$ cat src/sbw_pkg.sv
package sbw_pkg;

  // ----------------------------------------------------------------
  // Register map (word index on the plain register port)
  // ----------------------------------------------------------------
  localparam int ADDR_W = 3;
  localparam logic [ADDR_W-1:0] STATUS_OFS = 3'h0;
  localparam logic [ADDR_W-1:0] DATA_OFS = 3'h1;
  localparam logic [ADDR_W-1:0] BAUD_OFS = 3'h2;
  localparam logic [ADDR_W-1:0] CTRL1_OFS = 3'h3;
  localparam logic [ADDR_W-1:0] CTRL2_OFS = 3'h4;
  localparam logic [ADDR_W-1:0] TXFINE_OFS = 3'h5;
  localparam logic [ADDR_W-1:0] RXFINE_OFS = 3'h6;

  // ----------------------------------------------------------------
  // Field positions
  // ----------------------------------------------------------------
  localparam int ST_TXEMPTY = 7;
  localparam int ST_TXDONE = 6;
  localparam int ST_RXFULL = 5;
  localparam int ST_IDLE = 4;
  localparam int ST_FRAMERR = 1;
  localparam int C1_RXBIT8 = 7;
  localparam int C1_TXBIT8 = 6;
  localparam int C1_WORDLEN = 4;
  localparam int C1_WAKESEL = 3;
  localparam int C2_RXIE = 5;
  localparam int C2_IDLEIE = 4;
  localparam int C2_TXEN = 3;
  localparam int C2_RXEN = 2;
  localparam int C2_MUTE = 1;
  localparam int C2_BREAK = 0;

  // ----------------------------------------------------------------
  // Reset values and counts
  // ----------------------------------------------------------------
  localparam logic [7:0] BAUD_RST = 8'h00;
  localparam logic [7:0] CTRL_RST = 8'h00;
  localparam logic [7:0] FINE_RST = 8'h00;
  localparam logic [3:0] OVERSAMPLE_LAST = 4'hF;
  localparam logic [3:0] START_MID = 4'h7;
  localparam logic [3:0] BITS_8 = 4'h8;
  localparam logic [3:0] BITS_9 = 4'h9;
  localparam logic [3:0] FRAME_8 = 4'hA;
  localparam logic [3:0] FRAME_9 = 4'hB;
  localparam logic [7:0] IDLE_TICKS_8 = 8'hA0;
  localparam logic [7:0] IDLE_TICKS_9 = 8'hB0;

  // ----------------------------------------------------------------
  // State encodings
  // ----------------------------------------------------------------
  typedef enum logic [1:0] {TX_IDLE = 2'b00, TX_SEND = 2'b01, TX_BREAK = 2'b11,
                            TX_MARK = 2'b10} sbw_tx_e;
  typedef enum logic [1:0] {RX_IDLE = 2'b00, RX_START = 2'b01, RX_DATA = 2'b11,
                            RX_STOP = 2'b10} sbw_rx_e;

  function automatic logic [3:0] sbw_prescale(input logic [1:0] sel);
    unique case (sel)
      2'b00: sbw_prescale = 4'h1;
      2'b01: sbw_prescale = 4'h3;
      2'b10: sbw_prescale = 4'h4;
      2'b11: sbw_prescale = 4'hD;
    endcase
  endfunction : sbw_prescale

endpackage : sbw_pkg

$ cat src/sbw_baud_div.sv
`timescale 1ns/10ps
module sbw_baud_div #(
  parameter int CNT_W = 19
) (
  // Clock and reset
  input wire logic sys_clk,
  input wire logic nrst,
  // Rate selection
  input wire logic [1:0] prescaleSel,
  input wire logic [2:0] rateSel,
  input wire logic [7:0] fineFactor,
  input wire logic run,
  // Oversample strobe, one cycle wide
  output logic tick
);
  import sbw_pkg::*;

  logic [CNT_W-1:0] periodVal;
  logic [CNT_W-1:0] cnt_reg;
  logic [7:0] fineEff;

  always_comb begin
    // Zero keeps the fine stage out of the path
    fineEff = (fineFactor == 8'h00) ? 8'h01 : fineFactor;
    // Tick period is the bit time over sixteen
    periodVal = CNT_W'((CNT_W'(sbw_prescale(prescaleSel)) * CNT_W'(fineEff)) << rateSel);
  end

  always_ff @(posedge sys_clk or negedge nrst) begin
    if (!nrst) begin
      cnt_reg <= '0;
      tick <= 1'b0;
    end else if (!run) begin
      cnt_reg <= '0;
      tick <= 1'b0;
    end else if (cnt_reg >= periodVal - CNT_W'(1)) begin
      cnt_reg <= '0;
      tick <= 1'b1;
    end else begin
      cnt_reg <= cnt_reg + CNT_W'(1);
      tick <= 1'b0;
    end
  end

endmodule : sbw_baud_div

$ cat src/sbw_serial.sv
// Implementation choices: the placing of the registers and the plain strobed port.
`timescale 1ns/10ps
module sbw_serial #(
  parameter int DIV_W = 19
) (
  // Clock and reset
  input wire logic sys_clk,
  input wire logic nrst,
  // Register port
  input wire logic [sbw_pkg::ADDR_W-1:0] regAddr,
  input wire logic [7:0] regWrData,
  input wire logic regWrStb,
  input wire logic regRdStb,
  output logic [7:0] regRdData,
  // Serial lines
  output logic txdOut,
  input wire logic rxdIn,
  // Receive request level
  output logic rxIrqReq
);
  import sbw_pkg::*;

  // ----------------------------------------------------------------
  // Registers
  // ----------------------------------------------------------------
  logic [7:0] baud_reg;
  logic [7:0] ctrl1_reg;
  logic [7:0] ctrl2_reg;
  logic [7:0] txFine_reg;
  logic [7:0] rxFine_reg;
  logic [7:0] txHold_reg;
  logic [7:0] rxHold_reg;
  logic rxBit8_reg;
  logic txEmpty_reg;
  logic txDone_reg;
  logic rxFull_reg;
  logic idle_reg;
  logic frameErr_reg;
  logic statusSeen_reg;
  logic mute_reg;

  logic wrData;
  logic wrCtrl2;
  logic rdStatus;
  logic rdData;
  logic clearRx;
  logic wordLen9;
  logic wakeAddr;
  logic txEn;
  logic rxEn;

  assign wrData = regWrStb && (regAddr == DATA_OFS);
  assign wrCtrl2 = regWrStb && (regAddr == CTRL2_OFS);
  assign rdStatus = regRdStb && (regAddr == STATUS_OFS);
  assign rdData = regRdStb && (regAddr == DATA_OFS);
  // Status read must precede the data read
  assign clearRx = rdData && statusSeen_reg;
  assign wordLen9 = ctrl1_reg[C1_WORDLEN];
  assign wakeAddr = ctrl1_reg[C1_WAKESEL];
  assign txEn = ctrl2_reg[C2_TXEN];
  assign rxEn = ctrl2_reg[C2_RXEN];

  // Receive and transmit events from the frame logic
  logic rxDone;
  logic rxStopBad;
  logic [7:0] rxWord;
  logic rxWord8;
  logic idleSeen;
  logic wordMsb;
  logic deliver;
  logic txLoad;
  logic txFinish;

  assign wordMsb = wordLen9 ? rxWord8 : rxWord[7];
  // Muted receiver only passes an address word in mark mode
  assign deliver = rxDone && (!mute_reg || (wakeAddr && wordMsb));

  always_ff @(posedge sys_clk or negedge nrst) begin
    if (!nrst) begin
      baud_reg <= BAUD_RST;
      ctrl1_reg <= CTRL_RST;
      txFine_reg <= FINE_RST;
      rxFine_reg <= FINE_RST;
      txHold_reg <= 8'h00;
    end else if (regWrStb) begin
      unique case (regAddr)
        BAUD_OFS: baud_reg <= regWrData;
        CTRL1_OFS: ctrl1_reg <= {ctrl1_reg[C1_RXBIT8], regWrData[6:0]};
        TXFINE_OFS: txFine_reg <= regWrData;
        RXFINE_OFS: rxFine_reg <= regWrData;
        DATA_OFS: txHold_reg <= regWrData;
        default: ;
      endcase
    end
  end

  always_ff @(posedge sys_clk or negedge nrst) begin
    if (!nrst) begin
      ctrl2_reg <= CTRL_RST;
      mute_reg <= 1'b0;
    end else if (wrCtrl2) begin
      // A write re-arms mute even across a wake; software avoids it
      ctrl2_reg <= regWrData;
      mute_reg <= regWrData[C2_MUTE];
    end else if ((deliver && mute_reg) || (idleSeen && mute_reg && !wakeAddr)) begin
      mute_reg <= 1'b0;
    end
  end

  // ----------------------------------------------------------------
  // Status flags
  // ----------------------------------------------------------------
  always_ff @(posedge sys_clk or negedge nrst) begin
    if (!nrst) begin
      statusSeen_reg <= 1'b0;
    end else if (rdStatus) begin
      statusSeen_reg <= 1'b1;
    end else if (rdData) begin
      statusSeen_reg <= 1'b0;
    end
  end

  // Set wins over the clear sequence in the same cycle
  always_ff @(posedge sys_clk or negedge nrst) begin
    if (!nrst) begin
      rxFull_reg <= 1'b0;
      frameErr_reg <= 1'b0;
      rxHold_reg <= 8'h00;
      rxBit8_reg <= 1'b0;
    end else if (deliver) begin
      // Word moves to the buffer even with a bad stop bit
      rxHold_reg <= rxWord;
      rxBit8_reg <= rxWord8;
      rxFull_reg <= 1'b1;
      frameErr_reg <= rxStopBad;
    end else if (clearRx) begin
      rxFull_reg <= 1'b0;
      frameErr_reg <= 1'b0;
    end
  end

  always_ff @(posedge sys_clk or negedge nrst) begin
    if (!nrst) begin
      idle_reg <= 1'b0;
    end else if (idleSeen && !mute_reg) begin
      idle_reg <= 1'b1;
    end else if (clearRx) begin
      idle_reg <= 1'b0;
    end
  end

  always_ff @(posedge sys_clk or negedge nrst) begin
    if (!nrst) begin
      txEmpty_reg <= 1'b1;
      txDone_reg <= 1'b1;
    end else begin
      if (txLoad) begin
        txEmpty_reg <= 1'b1;
      end else if (wrData) begin
        txEmpty_reg <= 1'b0;
      end
      if (txFinish) begin
        txDone_reg <= 1'b1;
      end else if (wrData) begin
        txDone_reg <= 1'b0;
      end
    end
  end

  // Frame error never feeds the request on its own
  always_ff @(posedge sys_clk or negedge nrst) begin
    if (!nrst) begin
      rxIrqReq <= 1'b0;
    end else begin
      rxIrqReq <= !mute_reg && ((rxFull_reg && ctrl2_reg[C2_RXIE])
                  || (idle_reg && ctrl2_reg[C2_IDLEIE]));
    end
  end

  always_ff @(posedge sys_clk or negedge nrst) begin
    if (!nrst) begin
      regRdData <= 8'h00;
    end else if (!regRdStb) begin
      regRdData <= 8'h00;
    end else begin
      unique case (regAddr)
        STATUS_OFS: regRdData <= {txEmpty_reg, txDone_reg, rxFull_reg, idle_reg,
                                  2'b00, frameErr_reg, 1'b0};
        DATA_OFS: regRdData <= rxHold_reg;
        BAUD_OFS: regRdData <= baud_reg;
        CTRL1_OFS: regRdData <= {rxBit8_reg, ctrl1_reg[6:0]};
        CTRL2_OFS: regRdData <= {ctrl2_reg[7:2], mute_reg, ctrl2_reg[0]};
        TXFINE_OFS: regRdData <= txFine_reg;
        RXFINE_OFS: regRdData <= rxFine_reg;
        default: regRdData <= 8'h00;
      endcase
    end
  end

  // ----------------------------------------------------------------
  // Rate generators
  // ----------------------------------------------------------------
  logic txTick;
  logic rxTick;

  // Divisors are not re-synchronised; changing them mid-frame corrupts it
  sbw_baud_div #(.CNT_W(DIV_W)) txDiv (
    .sys_clk(sys_clk),
    .nrst(nrst),
    .prescaleSel(baud_reg[7:6]),
    .rateSel(baud_reg[5:3]),
    .fineFactor(txFine_reg),
    .run(txEn),
    .tick(txTick)
  );

  sbw_baud_div #(.CNT_W(DIV_W)) rxDiv (
    .sys_clk(sys_clk),
    .nrst(nrst),
    .prescaleSel(baud_reg[7:6]),
    .rateSel(baud_reg[2:0]),
    .fineFactor(rxFine_reg),
    .run(rxEn),
    .tick(rxTick)
  );

  // ----------------------------------------------------------------
  // Transmitter
  // ----------------------------------------------------------------
  sbw_tx_e txState_reg;
  logic [10:0] txShift_reg;
  logic [3:0] txLeft_reg;
  logic [3:0] txSub_reg;
  logic txPreamble_reg;
  logic txBitEnd;
  logic [3:0] txFrameLen;

  assign txBitEnd = txTick && (txSub_reg == OVERSAMPLE_LAST);
  assign txFrameLen = wordLen9 ? FRAME_9 : FRAME_8;
  assign txLoad = txBitEnd && (txState_reg == TX_IDLE) && txEn && !txPreamble_reg
                  && !ctrl2_reg[C2_BREAK] && !txEmpty_reg;
  assign txFinish = txBitEnd && (txState_reg == TX_SEND) && (txLeft_reg == 4'h1);

  always_ff @(posedge sys_clk or negedge nrst) begin
    if (!nrst) begin
      txSub_reg <= 4'h0;
    end else if (!txEn) begin
      txSub_reg <= 4'h0;
    end else if (txTick) begin
      txSub_reg <= txSub_reg + 4'h1;
    end
  end

  // An idle frame goes out each time the transmitter is enabled
  always_ff @(posedge sys_clk or negedge nrst) begin
    if (!nrst) begin
      txPreamble_reg <= 1'b0;
    end else if (wrCtrl2 && regWrData[C2_TXEN] && !txEn) begin
      txPreamble_reg <= 1'b1;
    end else if (txBitEnd && (txState_reg == TX_IDLE)) begin
      txPreamble_reg <= 1'b0;
    end
  end

  always_ff @(posedge sys_clk or negedge nrst) begin
    if (!nrst) begin
      txState_reg <= TX_IDLE;
      txShift_reg <= 11'h7FF;
      txLeft_reg <= 4'h0;
    end else if (!txEn) begin
      txState_reg <= TX_IDLE;
      txShift_reg <= 11'h7FF;
    end else if (txBitEnd) begin
      unique case (txState_reg)
        TX_IDLE: begin
          txLeft_reg <= txFrameLen;
          if (txPreamble_reg) begin
            txShift_reg <= 11'h7FF;
            txState_reg <= TX_SEND;
          end else if (ctrl2_reg[C2_BREAK]) begin
            txShift_reg <= 11'h000;
            txState_reg <= TX_BREAK;
          end else if (!txEmpty_reg) begin
            // Start low, data lsb first, stop high
            txShift_reg <= wordLen9 ? {1'b1, ctrl1_reg[C1_TXBIT8], txHold_reg, 1'b0}
                                    : {2'b11, txHold_reg, 1'b0};
            txState_reg <= TX_SEND;
          end
        end
        TX_SEND: begin
          txShift_reg <= {1'b1, txShift_reg[10:1]};
          txLeft_reg <= txLeft_reg - 4'h1;
          if (txLeft_reg == 4'h1) begin
            txState_reg <= TX_IDLE;
          end
        end
        TX_BREAK: begin
          txLeft_reg <= txLeft_reg - 4'h1;
          if (txLeft_reg == 4'h1) begin
            if (ctrl2_reg[C2_BREAK]) begin
              txLeft_reg <= txFrameLen;
            end else begin
              // One mark bit so the next start edge is seen
              txShift_reg <= 11'h7FF;
              txLeft_reg <= 4'h1;
              txState_reg <= TX_MARK;
            end
          end
        end
        TX_MARK: txState_reg <= TX_IDLE;
      endcase
    end
  end

  always_ff @(posedge sys_clk or negedge nrst) begin
    if (!nrst) begin
      txdOut <= 1'b1;
    end else begin
      txdOut <= (txState_reg == TX_IDLE) ? 1'b1 : txShift_reg[0];
    end
  end

  // ----------------------------------------------------------------
  // Receiver
  // ----------------------------------------------------------------
  sbw_rx_e rxState_reg;
  logic rxSync1_reg;
  logic rxLine_reg;
  logic [3:0] rxSub_reg;
  logic [3:0] rxLeft_reg;
  logic [8:0] rxShift_reg;
  logic [7:0] idleCnt_reg;
  logic idleArmed_reg;
  logic [7:0] idleTicks;

  assign idleTicks = wordLen9 ? IDLE_TICKS_9 : IDLE_TICKS_8;
  // Byte position depends on word length since bits enter at the top
  assign rxWord = wordLen9 ? rxShift_reg[7:0] : rxShift_reg[8:1];
  assign rxWord8 = wordLen9 ? rxShift_reg[8] : 1'b0;
  assign rxDone = rxTick && (rxState_reg == RX_STOP) && (rxSub_reg == OVERSAMPLE_LAST);
  assign rxStopBad = !rxLine_reg;
  // Idle is a full frame time of ones after a reception
  assign idleSeen = rxTick && (rxState_reg == RX_IDLE) && idleArmed_reg && rxLine_reg
                    && (idleCnt_reg == idleTicks - 8'h01);

  always_ff @(posedge sys_clk or negedge nrst) begin
    if (!nrst) begin
      rxSync1_reg <= 1'b1;
      rxLine_reg <= 1'b1;
    end else begin
      rxSync1_reg <= rxdIn;
      rxLine_reg <= rxSync1_reg;
    end
  end

  always_ff @(posedge sys_clk or negedge nrst) begin
    if (!nrst) begin
      idleCnt_reg <= 8'h00;
      idleArmed_reg <= 1'b0;
    end else if (!rxEn || rxDone) begin
      idleCnt_reg <= 8'h00;
      idleArmed_reg <= rxEn;
    end else if (rxTick && (rxState_reg == RX_IDLE)) begin
      if (!rxLine_reg) begin
        idleCnt_reg <= 8'h00;
      end else if (idleSeen) begin
        idleArmed_reg <= 1'b0;
      end else begin
        idleCnt_reg <= idleCnt_reg + 8'h01;
      end
    end
  end

  always_ff @(posedge sys_clk or negedge nrst) begin
    if (!nrst) begin
      rxState_reg <= RX_IDLE;
      rxSub_reg <= 4'h0;
      rxLeft_reg <= 4'h0;
      rxShift_reg <= 9'h000;
    end else if (!rxEn) begin
      rxState_reg <= RX_IDLE;
      rxSub_reg <= 4'h0;
    end else if (rxTick) begin
      rxSub_reg <= rxSub_reg + 4'h1;
      unique case (rxState_reg)
        RX_IDLE: begin
          rxSub_reg <= 4'h0;
          if (!rxLine_reg) begin
            rxState_reg <= RX_START;
          end
        end
        RX_START: begin
          if (rxSub_reg == START_MID) begin
            rxSub_reg <= 4'h0;
            rxLeft_reg <= wordLen9 ? BITS_9 : BITS_8;
            rxState_reg <= rxLine_reg ? RX_IDLE : RX_DATA;
          end
        end
        RX_DATA: begin
          if (rxSub_reg == OVERSAMPLE_LAST) begin
            rxShift_reg <= {rxLine_reg, rxShift_reg[8:1]};
            rxLeft_reg <= rxLeft_reg - 4'h1;
            if (rxLeft_reg == 4'h1) begin
              rxState_reg <= RX_STOP;
            end
          end
        end
        RX_STOP: begin
          // Break or lost sync shows as a low stop sample
          if (rxSub_reg == OVERSAMPLE_LAST) begin
            rxState_reg <= RX_IDLE;
          end
        end
      endcase
    end
  end

endmodule : sbw_serial

$ cat config.mk
export PLATFORM = sky130hd
export DESIGN_NAME = sbw_serial
export DESIGN_NICKNAME = d
export VERILOG_FILES = /design/src/sbw_pkg.sv /design/src/sbw_baud_div.sv /design/src/sbw_serial.sv
export SDC_FILE = /design/constraint.sdc
export NUM_CORES = 1
export LEC_CHECK = 0
export BUFFER_PORTS_ARGS = -buffer_cell sky130_fd_sc_hd__buf_2
export CORE_MARGIN = 1.5
export CORE_UTILIZATION = 40
export DETAILED_ROUTE_END_ITERATION = 7
export PLACE_DENSITY = 0.63
export REMOVE_ABC_BUFFERS = 1
export SYNTH_ARGS = -nofsm -noshare
export SYNTH_HDL_FRONTEND = slang
export SYNTH_SLANG_ARGS = --single-unit
$ cat constraint.sdc
create_clock -name sys_clk -period 8.2 [get_ports sys_clk]
set_clock_uncertainty 0.05 [all_clocks]
set_input_delay 1.64 -clock sys_clk [delete_from_list [all_inputs] [get_ports sys_clk]]
set_output_delay 1.64 -clock sys_clk [all_outputs]
set_load 0.05 [all_outputs]
==> flow_summary.toml, run 1 <==
[placed_design]
place_ws_ps = 868
placed_area_mm2 = 0.0133
routabilityCongestion = 0.839
dp_hpwl_mm = 21.4
dp_cells = 1793
io_buffers = 25

[final_layout]
final_common_cell = "dfrtp_1"
fin_util = 0.438
final_cell_mix = "dfrtp_1, nor2_1, nand2_1"
antenna_cells = 0
final_layout_size_suffix_gt1_frac = 0.117
fin_cells = 1825
syn2layout_area_growth_pct = 7.59
final_area_mm2 = 0.0139
final_net_count = 1536

[min_path]
whs_path_depth = 0
hold_path_end = "rxLine_reg"
min_path_type = "reg -> reg"
hp-start = "rxSync1_reg"

[route]
routed_wl_mm = 29.6
first_pass_iters = 5
vias = 10300
wire_per_inst_um = 16.2
vias_per_cell = 5.63
drc = 0
ant_nets = 0
drtIter0Drc = 628

[setup_path]
cp-end-kind = "flip-flop"
r2r_slack_ps = 850
worstPathArrival_ps = 7660
r2r_cells = 22
r2r-start = "rxFine_reg[5]"
cp_data_required_time_ps = 8510
crit_fanout = 19
start_kind = "flip-flop"
path_class = "reg -> reg"
worstReg2RegEnd = "rxDiv.cnt_reg[5]"

[pwr]
max-vdd-ir-drop_v = 0.000152
power.total_mw = 4.13
power_density_mw_per_mm2 = 298
p_leak_nw = 6.32

[synthesis]
yosys_warnings = 0
ys_types = 86
yosys_register_bits = 164
syn-instance-count = 1432
syn_area_mm2 = 0.0129
ys_async_sr_fraction = 1.00
synth_edf_count = 0
postSynthAreaPerCell_um2 = 8.99
dominantRegCellSynth = "dfrtp_1"
ys_seq_area_frac = 0.320

[grt]
antenna_found_initial = 0
grt_pass1_wl_mm = 49.8
grt_use_total = 0.182
grt_pass1_vias = 9945
grt_max_degree = 106
overflow = 0

[clocking]
cts_resized = 0
path_clk_slew_ps = 70
h-tree-depth = 4
cts_tree = "done"
postCtsSetupRepairBufs = 0
clock-sinks = 164
clkLatencyLatePin_ps = 440
hold_buffers = 0
cts_buffers = 17
root_buffer = "clkbuf_16"
cts.path.max_buffers = 2

[timing]
slew_viol_final = 0
fin_tns_setup_ps = 0
max_freq_mhz = 136
tightest_slew_ps = 1030
fin_crit_ps = 7350
timing.hold.ws_ps = 307
finalCritPeriodShare = 0.896
fin_ws_ps = 854
setup_violations = 0
rsz0062_at_grt = "false"
hold_viol = 0
slew_headroom = 0.312

[floorplan]
ioPinCount = 26
start_util = 0.407
row_count = 65
die_area_mm2 = 0.0333
die_width_um = 182
core-area_mm2 = 0.0316
die_h_um = 182

[job]
max_cap_viol_count = 0

[run_status]
status = "finished clean"
[cell type report]
class / count / area [um^2]
inverter: 65 / 244
timing repair buffer: 32 / 184
sequential: 164 / 4120
clock inverter: 12 / 141
fill: 3024 / 17800
multi-input combinational: 1130 / 8200
tap: 402 / 503
clock buffer: 20 / 457
[metal layers]
metal / track usage / vias up / routed length, um
met4: 0.0450 / 0 / 362
met5: 0 / - / 0
met3: 0.0279 / 19 / 785
met1: 0.250 / 4999 / 14600
met2: 0.302 / 170 / 13900
li1: - / 5094 / -
[critical path, stage by stage, from the launching register on]
cell and delay (ps):
dfrtp_1 450, nor4_1 330, a21oi_1 250, nor2_1 210, fa_1 460, fa_1 540
inv_1 70, fa_1 450, xnor2_1 170, a22o_1 250, or3_4 340, a222oi_1 600
o211ai_2 240, nor3_1 430, o21ai_2 170, nor3_1 310, xnor2_1 110, ha_1 190
or4_1 540, nor3_1 170, o21ai_0 130, a221o_1 600, nor2_1 200
[synthesized netlist by cell type (4+ instances only)]
| library cell | count | share of area |
|---|---|---|
| mux4_2 | 5 | 0.0087 |
| nor2_1 | 132 | 0.038 |
| o31ai_1 | 9 | 0.0052 |
| nand2b_1 | 24 | 0.012 |
| nor2b_1 | 30 | 0.015 |
| a2111oi_0 | 6 | 0.0041 |
| a221oi_1 | 9 | 0.0061 |
| ha_1 | 86 | 0.084 |
| a41oi_1 | 4 | 0.0027 |
| clkbuf_1 | 60 | 0.017 |
| a221o_1 | 6 | 0.0047 |
| a21oi_1 | 53 | 0.021 |
| o211ai_1 | 5 | 0.0029 |
| inv_1 | 63 | 0.018 |
| or2_2 | 7 | 0.0034 |
| a22oi_1 | 8 | 0.0047 |
| a211oi_1 | 22 | 0.013 |
| nor4_1 | 8 | 0.0039 |
| nand2_1 | 110 | 0.032 |
| and2_1 | 51 | 0.025 |
| and3_1 | 40 | 0.019 |
| nand3_1 | 47 | 0.018 |
| a211o_1 | 8 | 0.0054 |
| o22ai_1 | 4 | 0.0019 |
| o21ai_0 | 77 | 0.030 |
| buf_4 | 4 | 0.0023 |
| mux2_2 | 60 | 0.052 |
| nand4_1 | 12 | 0.0058 |
| a21o_1 | 27 | 0.016 |
| dfstp_2 | 16 | 0.033 |
| mux2i_1 | 31 | 0.024 |
| dfrtp_1 | 148 | 0.29 |
| fa_1 | 24 | 0.037 |
| nor3_1 | 43 | 0.017 |
| nand3b_1 | 4 | 0.0023 |
| xor2_1 | 44 | 0.030 |
| or3_1 | 5 | 0.0024 |
| buf_1 | 4 | 0.0012 |
| a31oi_1 | 8 | 0.0039 |
| xnor2_1 | 39 | 0.027 |
| a22o_1 | 7 | 0.0048 |
| o21a_1 | 4 | 0.0023 |
[worst max path at each step]
| stage | from | endpoint | slack, ps | cells past startpoint |
|---|---|---|---|---|
| floorplan | baud_reg[7] | rxDiv.cnt_reg[10] | 1470 | 24 |
| global route | rxFine_reg[5] | rxDiv.cnt_reg[16] | 280 | 25 |
| CTS | rxFine_reg[5] | rxDiv.cnt_reg[5] | 840 | 25 |
| global placement | baud_reg[6] | rxDiv.cnt_reg[3] | 1060 | 25 |
| detailed placement | rxFine_reg[5] | rxDiv.cnt_reg[5] | 870 | 25 |
| finish | rxFine_reg[5] | rxDiv.cnt_reg[5] | 850 | 22 |
[power by group]
part	total, mW	internal [mW]	leakage [nW]	switching [mW]
registers	1.08	0.929	2.13	0.154
clock network	0.827	0.471	0.294	0.356
logic	2.22	0.930	3.90	1.29
total	4.13	2.33	6.32	1.80
[cells by family (layout without fill, tap and decap cells)]
kind of cell    Yosys count  after routing  share of synthesized area
buf+inv                 138            129                     0.0428
compound gates          305            305                      0.163
mux                      97             97                     0.0873
fa+ha+maj               110            110                      0.121
flops                   164            164                      0.320
simple gates            535            535                      0.209
xor+xnor                 83             83                     0.0564
(Power assumes the default switching activity.)
==> run 2: changes to the inputs <==
==> constraint.sdc (replaced) <==
create_clock -name sys_clk -period 8.8 [get_ports sys_clk]
set_clock_uncertainty 0.05 [all_clocks]
set_input_delay 1.76 -clock sys_clk [delete_from_list [all_inputs] [get_ports sys_clk]]
set_output_delay 1.76 -clock sys_clk [all_outputs]
set_load 0.05 [all_outputs]
==> run 2 against run 1 <==
  * Via count increased by 1.1%
  * Clock power decreased by 10%
  * Die area unchanged
  * Routed wire length decreased by 0.58%
==> flow_summary.toml, run 2 (synthesis results as in run 1) <==
[floorplan]
ioPinCount = 26
die_h_um = 182
die_width_um = 182
die_area_mm2 = 0.0333
core-area_mm2 = 0.0316
row_count = 65
start_util = 0.407

[grt]
grt_use_total = 0.183
grt_max_degree = 99
overflow = 0
grt_pass1_vias = 10000
grt_pass1_wl_mm = 50.3
antenna_found_initial = 0

[route]
drtIter0Drc = 644
drc = 0
vias = 10400
ant_nets = 0
first_pass_iters = 5
routed_wl_mm = 29.4
vias_per_cell = 5.70
wire_per_inst_um = 16.1

[pwr]
switching_share = 0.439
power.internal_mw = 2.15
p_sw_mw = 1.68
p_leak_nw = 6.30
power.share.sequential = 0.265
clock_power_share = 0.194
power_density_mw_per_mm2 = 277
max-vdd-ir-drop_v = 0.000137
power_frac_comb = 0.541

[timing]
hold_viol = 0
setup_violations = 0
slew_viol_final = 0
fin_tns_setup_ps = 0
timing.hold.ws_ps = 307
max_freq_mhz = 130
finalCritPeriodShare = 0.875
slew_headroom = 0.336
fin_crit_ps = 7700
tightest_slew_ps = 996
rsz0062_at_grt = "false"

[final_layout]
syn2layout_area_growth_pct = 7.36
final_area_mm2 = 0.0138
antenna_cells = 0
final_net_count = 1534
final_common_cell = "dfrtp_1"
final_cell_mix = "dfrtp_1, nor2_1, nand2_1"
final_layout_size_suffix_gt1_frac = 0.115

[setup_path]
path_class = "reg -> reg"
r2r_slack_ps = 1100
cp-end-kind = "flip-flop"
crit_fanout = 37
worstPathArrival_ps = 8010
cp_data_required_time_ps = 9100
startpoint = "baud_reg[7]"
r2r-start = "baud_reg[7]"
cp_slowest_cell = "dfrtp_1"
worstPathCellList = "nor2b_1 -> and2_1 -> fa_1 -> fa_1 -> inv_1 -> fa_1 -> nor2b_1 -> o22a_1 -> xor2_1 -> mux2_2 -> mux4_1 -> nor3_1 -> a211oi_1 -> a31o_2 -> a21oi_1 -> ha_1 -> a21o_1 -> a211o_1 -> a41oi_1 -> nor2_1 -> nor2_1 -> nor3_1 -> a221o_1 -> nor2_1"
critical-path-max-stage-delay_ps = 680
start_kind = "flip-flop"

[run_status]
status = "finished clean"

[placed_design]
placed_area_mm2 = 0.0132
routabilityCongestion = 0.809
io_buffers = 25
dp_hpwl_mm = 21.2

[clocking]
cts_resized = 0
path_clk_slew_ps = 60
hold_buffers = 0
cts_buffers = 17
clkLatencyLatePin_ps = 440
cts.path.max_buffers = 2
root_buffer = "clkbuf_16"
postCtsSetupRepairBufs = 0
cts_tree = "done"
h-tree-depth = 4
clock-sinks = 164

[min_path]
hp-start = "rxSync1_reg"
min_path_type = "reg -> reg"

[job]
max_cap_viol_count = 0
-- run 2: changes by cell type in the layout (fill, tap and decap cells not counted) --
| cell | change |
|---|---|
| buf_4 | -2 |
| bufinv_16 | -1 |
| clkbuf_8 | +1 |
| clkinv_2 | -1 |
| clkinvlp_4 | +1 |
-- run 2: layout make-up --
cell class                      instances  area [um^2]
Clock inverter                         11          114
Sequential cell                       164         4120
Timing Repair Buffer                   30          169
Fill cell                            2997        17800
Multi-Input combinational cell       1130         8200
Tap cell                              402          503
Inverter                               65          244
Clock buffer                           21          470
-- run 2: power groups by stage --
stage	registers (mW)	logic [mW]	clock network, mW
2_1_floorplan	1.00	1.61	0
3_3_place_gp	1.02	2.01	0
3_5_place_dp	1.03	2.05	0
4_1_cts	1.01	2.07	0.761
5_1_grt	1.03	2.34	0.788
6_report	1.02	2.07	0.744
-- run 2: per-stage QoR --
stage,setup WS [ps],power (mW),std cells,utilization
after floorplan,2070,2.61,1359,-
after global placement,1330,3.03,1791,0.419
after detailed placement,1090,3.08,1791,0.419
after CTS,1090,3.84,1823,0.437
after global routing,458,4.16,1823,0.437
final,1100,3.83,1823,0.437
-- run 2: per-layer routing --
metal | part of all wire | track usage
met1 | 0.49 | 0.257
met2 | 0.47 | 0.299
met3 | 0.032 | 0.0214
met4 | 0.011 | 0.0469
met5 | 0 | 0
-- run 2: path summary, 6_finish.rpt --
path,endpoint,cells after the start
worst max register to register,rxDiv.cnt_reg[18],24
worst min-delay path,rxLine_reg,0
worst max-delay path,rxDiv.cnt_reg[18],24
worst min register to register,rxLine_reg,0
min in group asynchronous,rxLeft_reg[2],1
max in group asynchronous,rxFine_reg[2],2
-- run 2: worst max-delay path: cells and delay by family, from the launching register on --
kind / cells / cell delay (ps)
XOR/XNOR: 1 / 130
AND/OR/NAND/NOR: 8 / 2090
buffers and inverters: 1 / 70
flip-flops: 1 / 680
AO/OA/AOI/OAI: 8 / 1970
adder cells (fa/ha/maj): 4 / 1680
multiplexers: 2 / 940
==> run 3: changes to the inputs <==
--- a/config.mk
+++ b/config.mk
@@ -10,7 +10,6 @@
 export CORE_UTILIZATION = 40
 export DETAILED_ROUTE_END_ITERATION = 7
 export PLACE_DENSITY = 0.63
-export REMOVE_ABC_BUFFERS = 1
 export SYNTH_ARGS = -nofsm -noshare
 export SYNTH_HDL_FRONTEND = slang
 export SYNTH_SLANG_ARGS = --single-unit
==> run 3 against run 2 <==
  * Global-route usage down 0.19 points
  * First-iteration DRC count up 0.62%
  * Via count down 0.83%
  * Total power about the same
  * Sequential power about the same
  * Largest power group unchanged
  * Die area unchanged
  * Maximum frequency up 0.53%
  * Sequential cell count unchanged
  * Clock power up 0.8%
  * Highest routed layer is now met5
  * Combinational power about the same
  * Worst hold slack worse by 1.2 ps
  * Register-to-register slack better by 40 ps
==> flow_summary.toml, run 3 (synthesis results as in run 1) <==
[pwr]
p_leak_nw = 6.31
power_density_mw_per_mm2 = 277
max-vdd-ir-drop_v = 0.000149

[grt]
grt_pass1_vias = 9755
grt_max_degree = 92
antenna_found_initial = 1
grt_pass1_wl_mm = 49.4
grt_use_total = 0.181
overflow = 0

[timing]
max_freq_mhz = 131
slew_headroom = 0.358
setup_violations = 0
finalCritPeriodShare = 0.871
fin_crit_ps = 7660
hold_viol = 0
fin_tns_setup_ps = 0
slew_viol_final = 0
tightest_slew_ps = 963
rsz0062_at_grt = "false"
fin_ws_ps = 1140

[final_layout]
final_common_cell = "dfrtp_1"
fin_util = 0.438
syn2layout_area_growth_pct = 7.58
final_layout_size_suffix_gt1_frac = 0.116
final_cell_mix = "dfrtp_1, nor2_1, nand2_1"
antenna_cells = 0
final_net_count = 1536

[setup_path]
path_class = "reg -> reg"
cp-end-kind = "flip-flop"
cp_data_required_time_ps = 9100
cp_slowest_cell = "dfrtp_1"
critical-path-max-stage-delay_ps = 670
start_kind = "flip-flop"
worstPathCellList = "nor2b_1 -> and2_1 -> fa_1 -> fa_1 -> inv_1 -> fa_1 -> xnor2_1 -> a22o_1 -> or3_4 -> a222oi_1 -> o211ai_2 -> nor3_1 -> o21ai_2 -> nor3_1 -> xnor2_1 -> ha_1 -> or4_1 -> nor3_1 -> o21ai_0 -> a221o_1 -> nor2_1"
crit_fanout = 21
path_delay_family = "simple AND/OR/NAND/NOR gates"
worstPathArrival_ps = 7970
cp_num_buf_inv = 1

[route]
ant_nets = 0
first_pass_iters = 5
drtIter0Drc = 648
routed_wl_mm = 29.0
vias = 10300
vias_per_cell = 5.65
wire_per_inst_um = 15.9
drc = 0

[clocking]
path_clk_slew_ps = 60
root_buffer = "clkbuf_16"
postCtsSetupRepairBufs = 0
clock-sinks = 164
cts_tree = "done"
cts_resized = 0
cts_buffers = 17
hold_buffers = 0
h-tree-depth = 4
clkLatencyLatePin_ps = 440
cts.path.max_buffers = 2

[floorplan]
die_area_mm2 = 0.0333
die_width_um = 182
row_count = 65
ioPinCount = 26
die_h_um = 182
core-area_mm2 = 0.0316
start_util = 0.407

[run_status]
status = "finished clean"

[min_path]
min_path_type = "reg -> reg"

[placed_design]
routabilityCongestion = 0.836
io_buffers = 25
dp_hpwl_mm = 21.4
place_ws_ps = 1140

[job]
max_cap_viol_count = 0

[synthesis]
syn-num-nets = 1558
-- run 3: cell types whose count changed in the layout (fill, tap and decap cells not counted), sizes merged --
cell / change
clkinvlp: +1
bufinv: +1
clkbuf: +1
inv: -3
buf: +2
-- run 3: cell type report --
| cell class | count | area (um^2) |
|---|---|---|
| Clock buffer | 22 | 474 |
| Clock inverter | 10 | 123 |
| Fill cell | 3044 | 17800 |
| Inverter | 65 | 244 |
| Multi-Input combinational cell | 1130 | 8200 |
| Sequential cell | 164 | 4120 |
| Tap cell | 402 | 503 |
| Timing Repair Buffer | 32 | 184 |
-- run 3: layer usage --
layer | track usage | routed length, um | vias to the layer above
met1 | 0.257 | 14300 | 5012
met4 | 0.0479 | 388 | 2
met2 | 0.289 | 13300 | 180
li1 | - | - | 5082
met5 | 0 | 12 | -
met3 | 0.0249 | 970 | 31
-- run 3: per-stage QoR --
step	area, um^2	cells	hold slack (ps)	power, mW
floorplan	12900	1432	295	2.65
global placement	13300	1793	297	3.04
detailed placement	13300	1793	298	3.08
CTS	13900	1825	307	3.85
global route	13900	1825	308	4.16
finish	13900	1825	306	3.83
-- run 3: power by group --
group          internal, mW  switching [mW]  leakage [nW]
Sequential            0.866           0.133          2.13
Combinational         0.867            1.21          3.90
Clock                 0.443           0.307         0.283
-- run 3: path summary, 6_finish.rpt --
path	slack [ps]	startpoint	end	cells past startpoint
worst max-delay path	1140	baud_reg[6]	rxDiv.cnt_reg[14]	21
min in group asynchronous	1310	nrst	rxDiv.cnt_reg[1]	1
worst max register to register	1140	baud_reg[6]	rxDiv.cnt_reg[14]	21
max in group asynchronous	5920	nrst	txLeft_reg[3]	2
worst min register to register	310	rxSync1_reg	rxLine_reg	0
worst min-delay path	310	rxSync1_reg	rxLine_reg	0
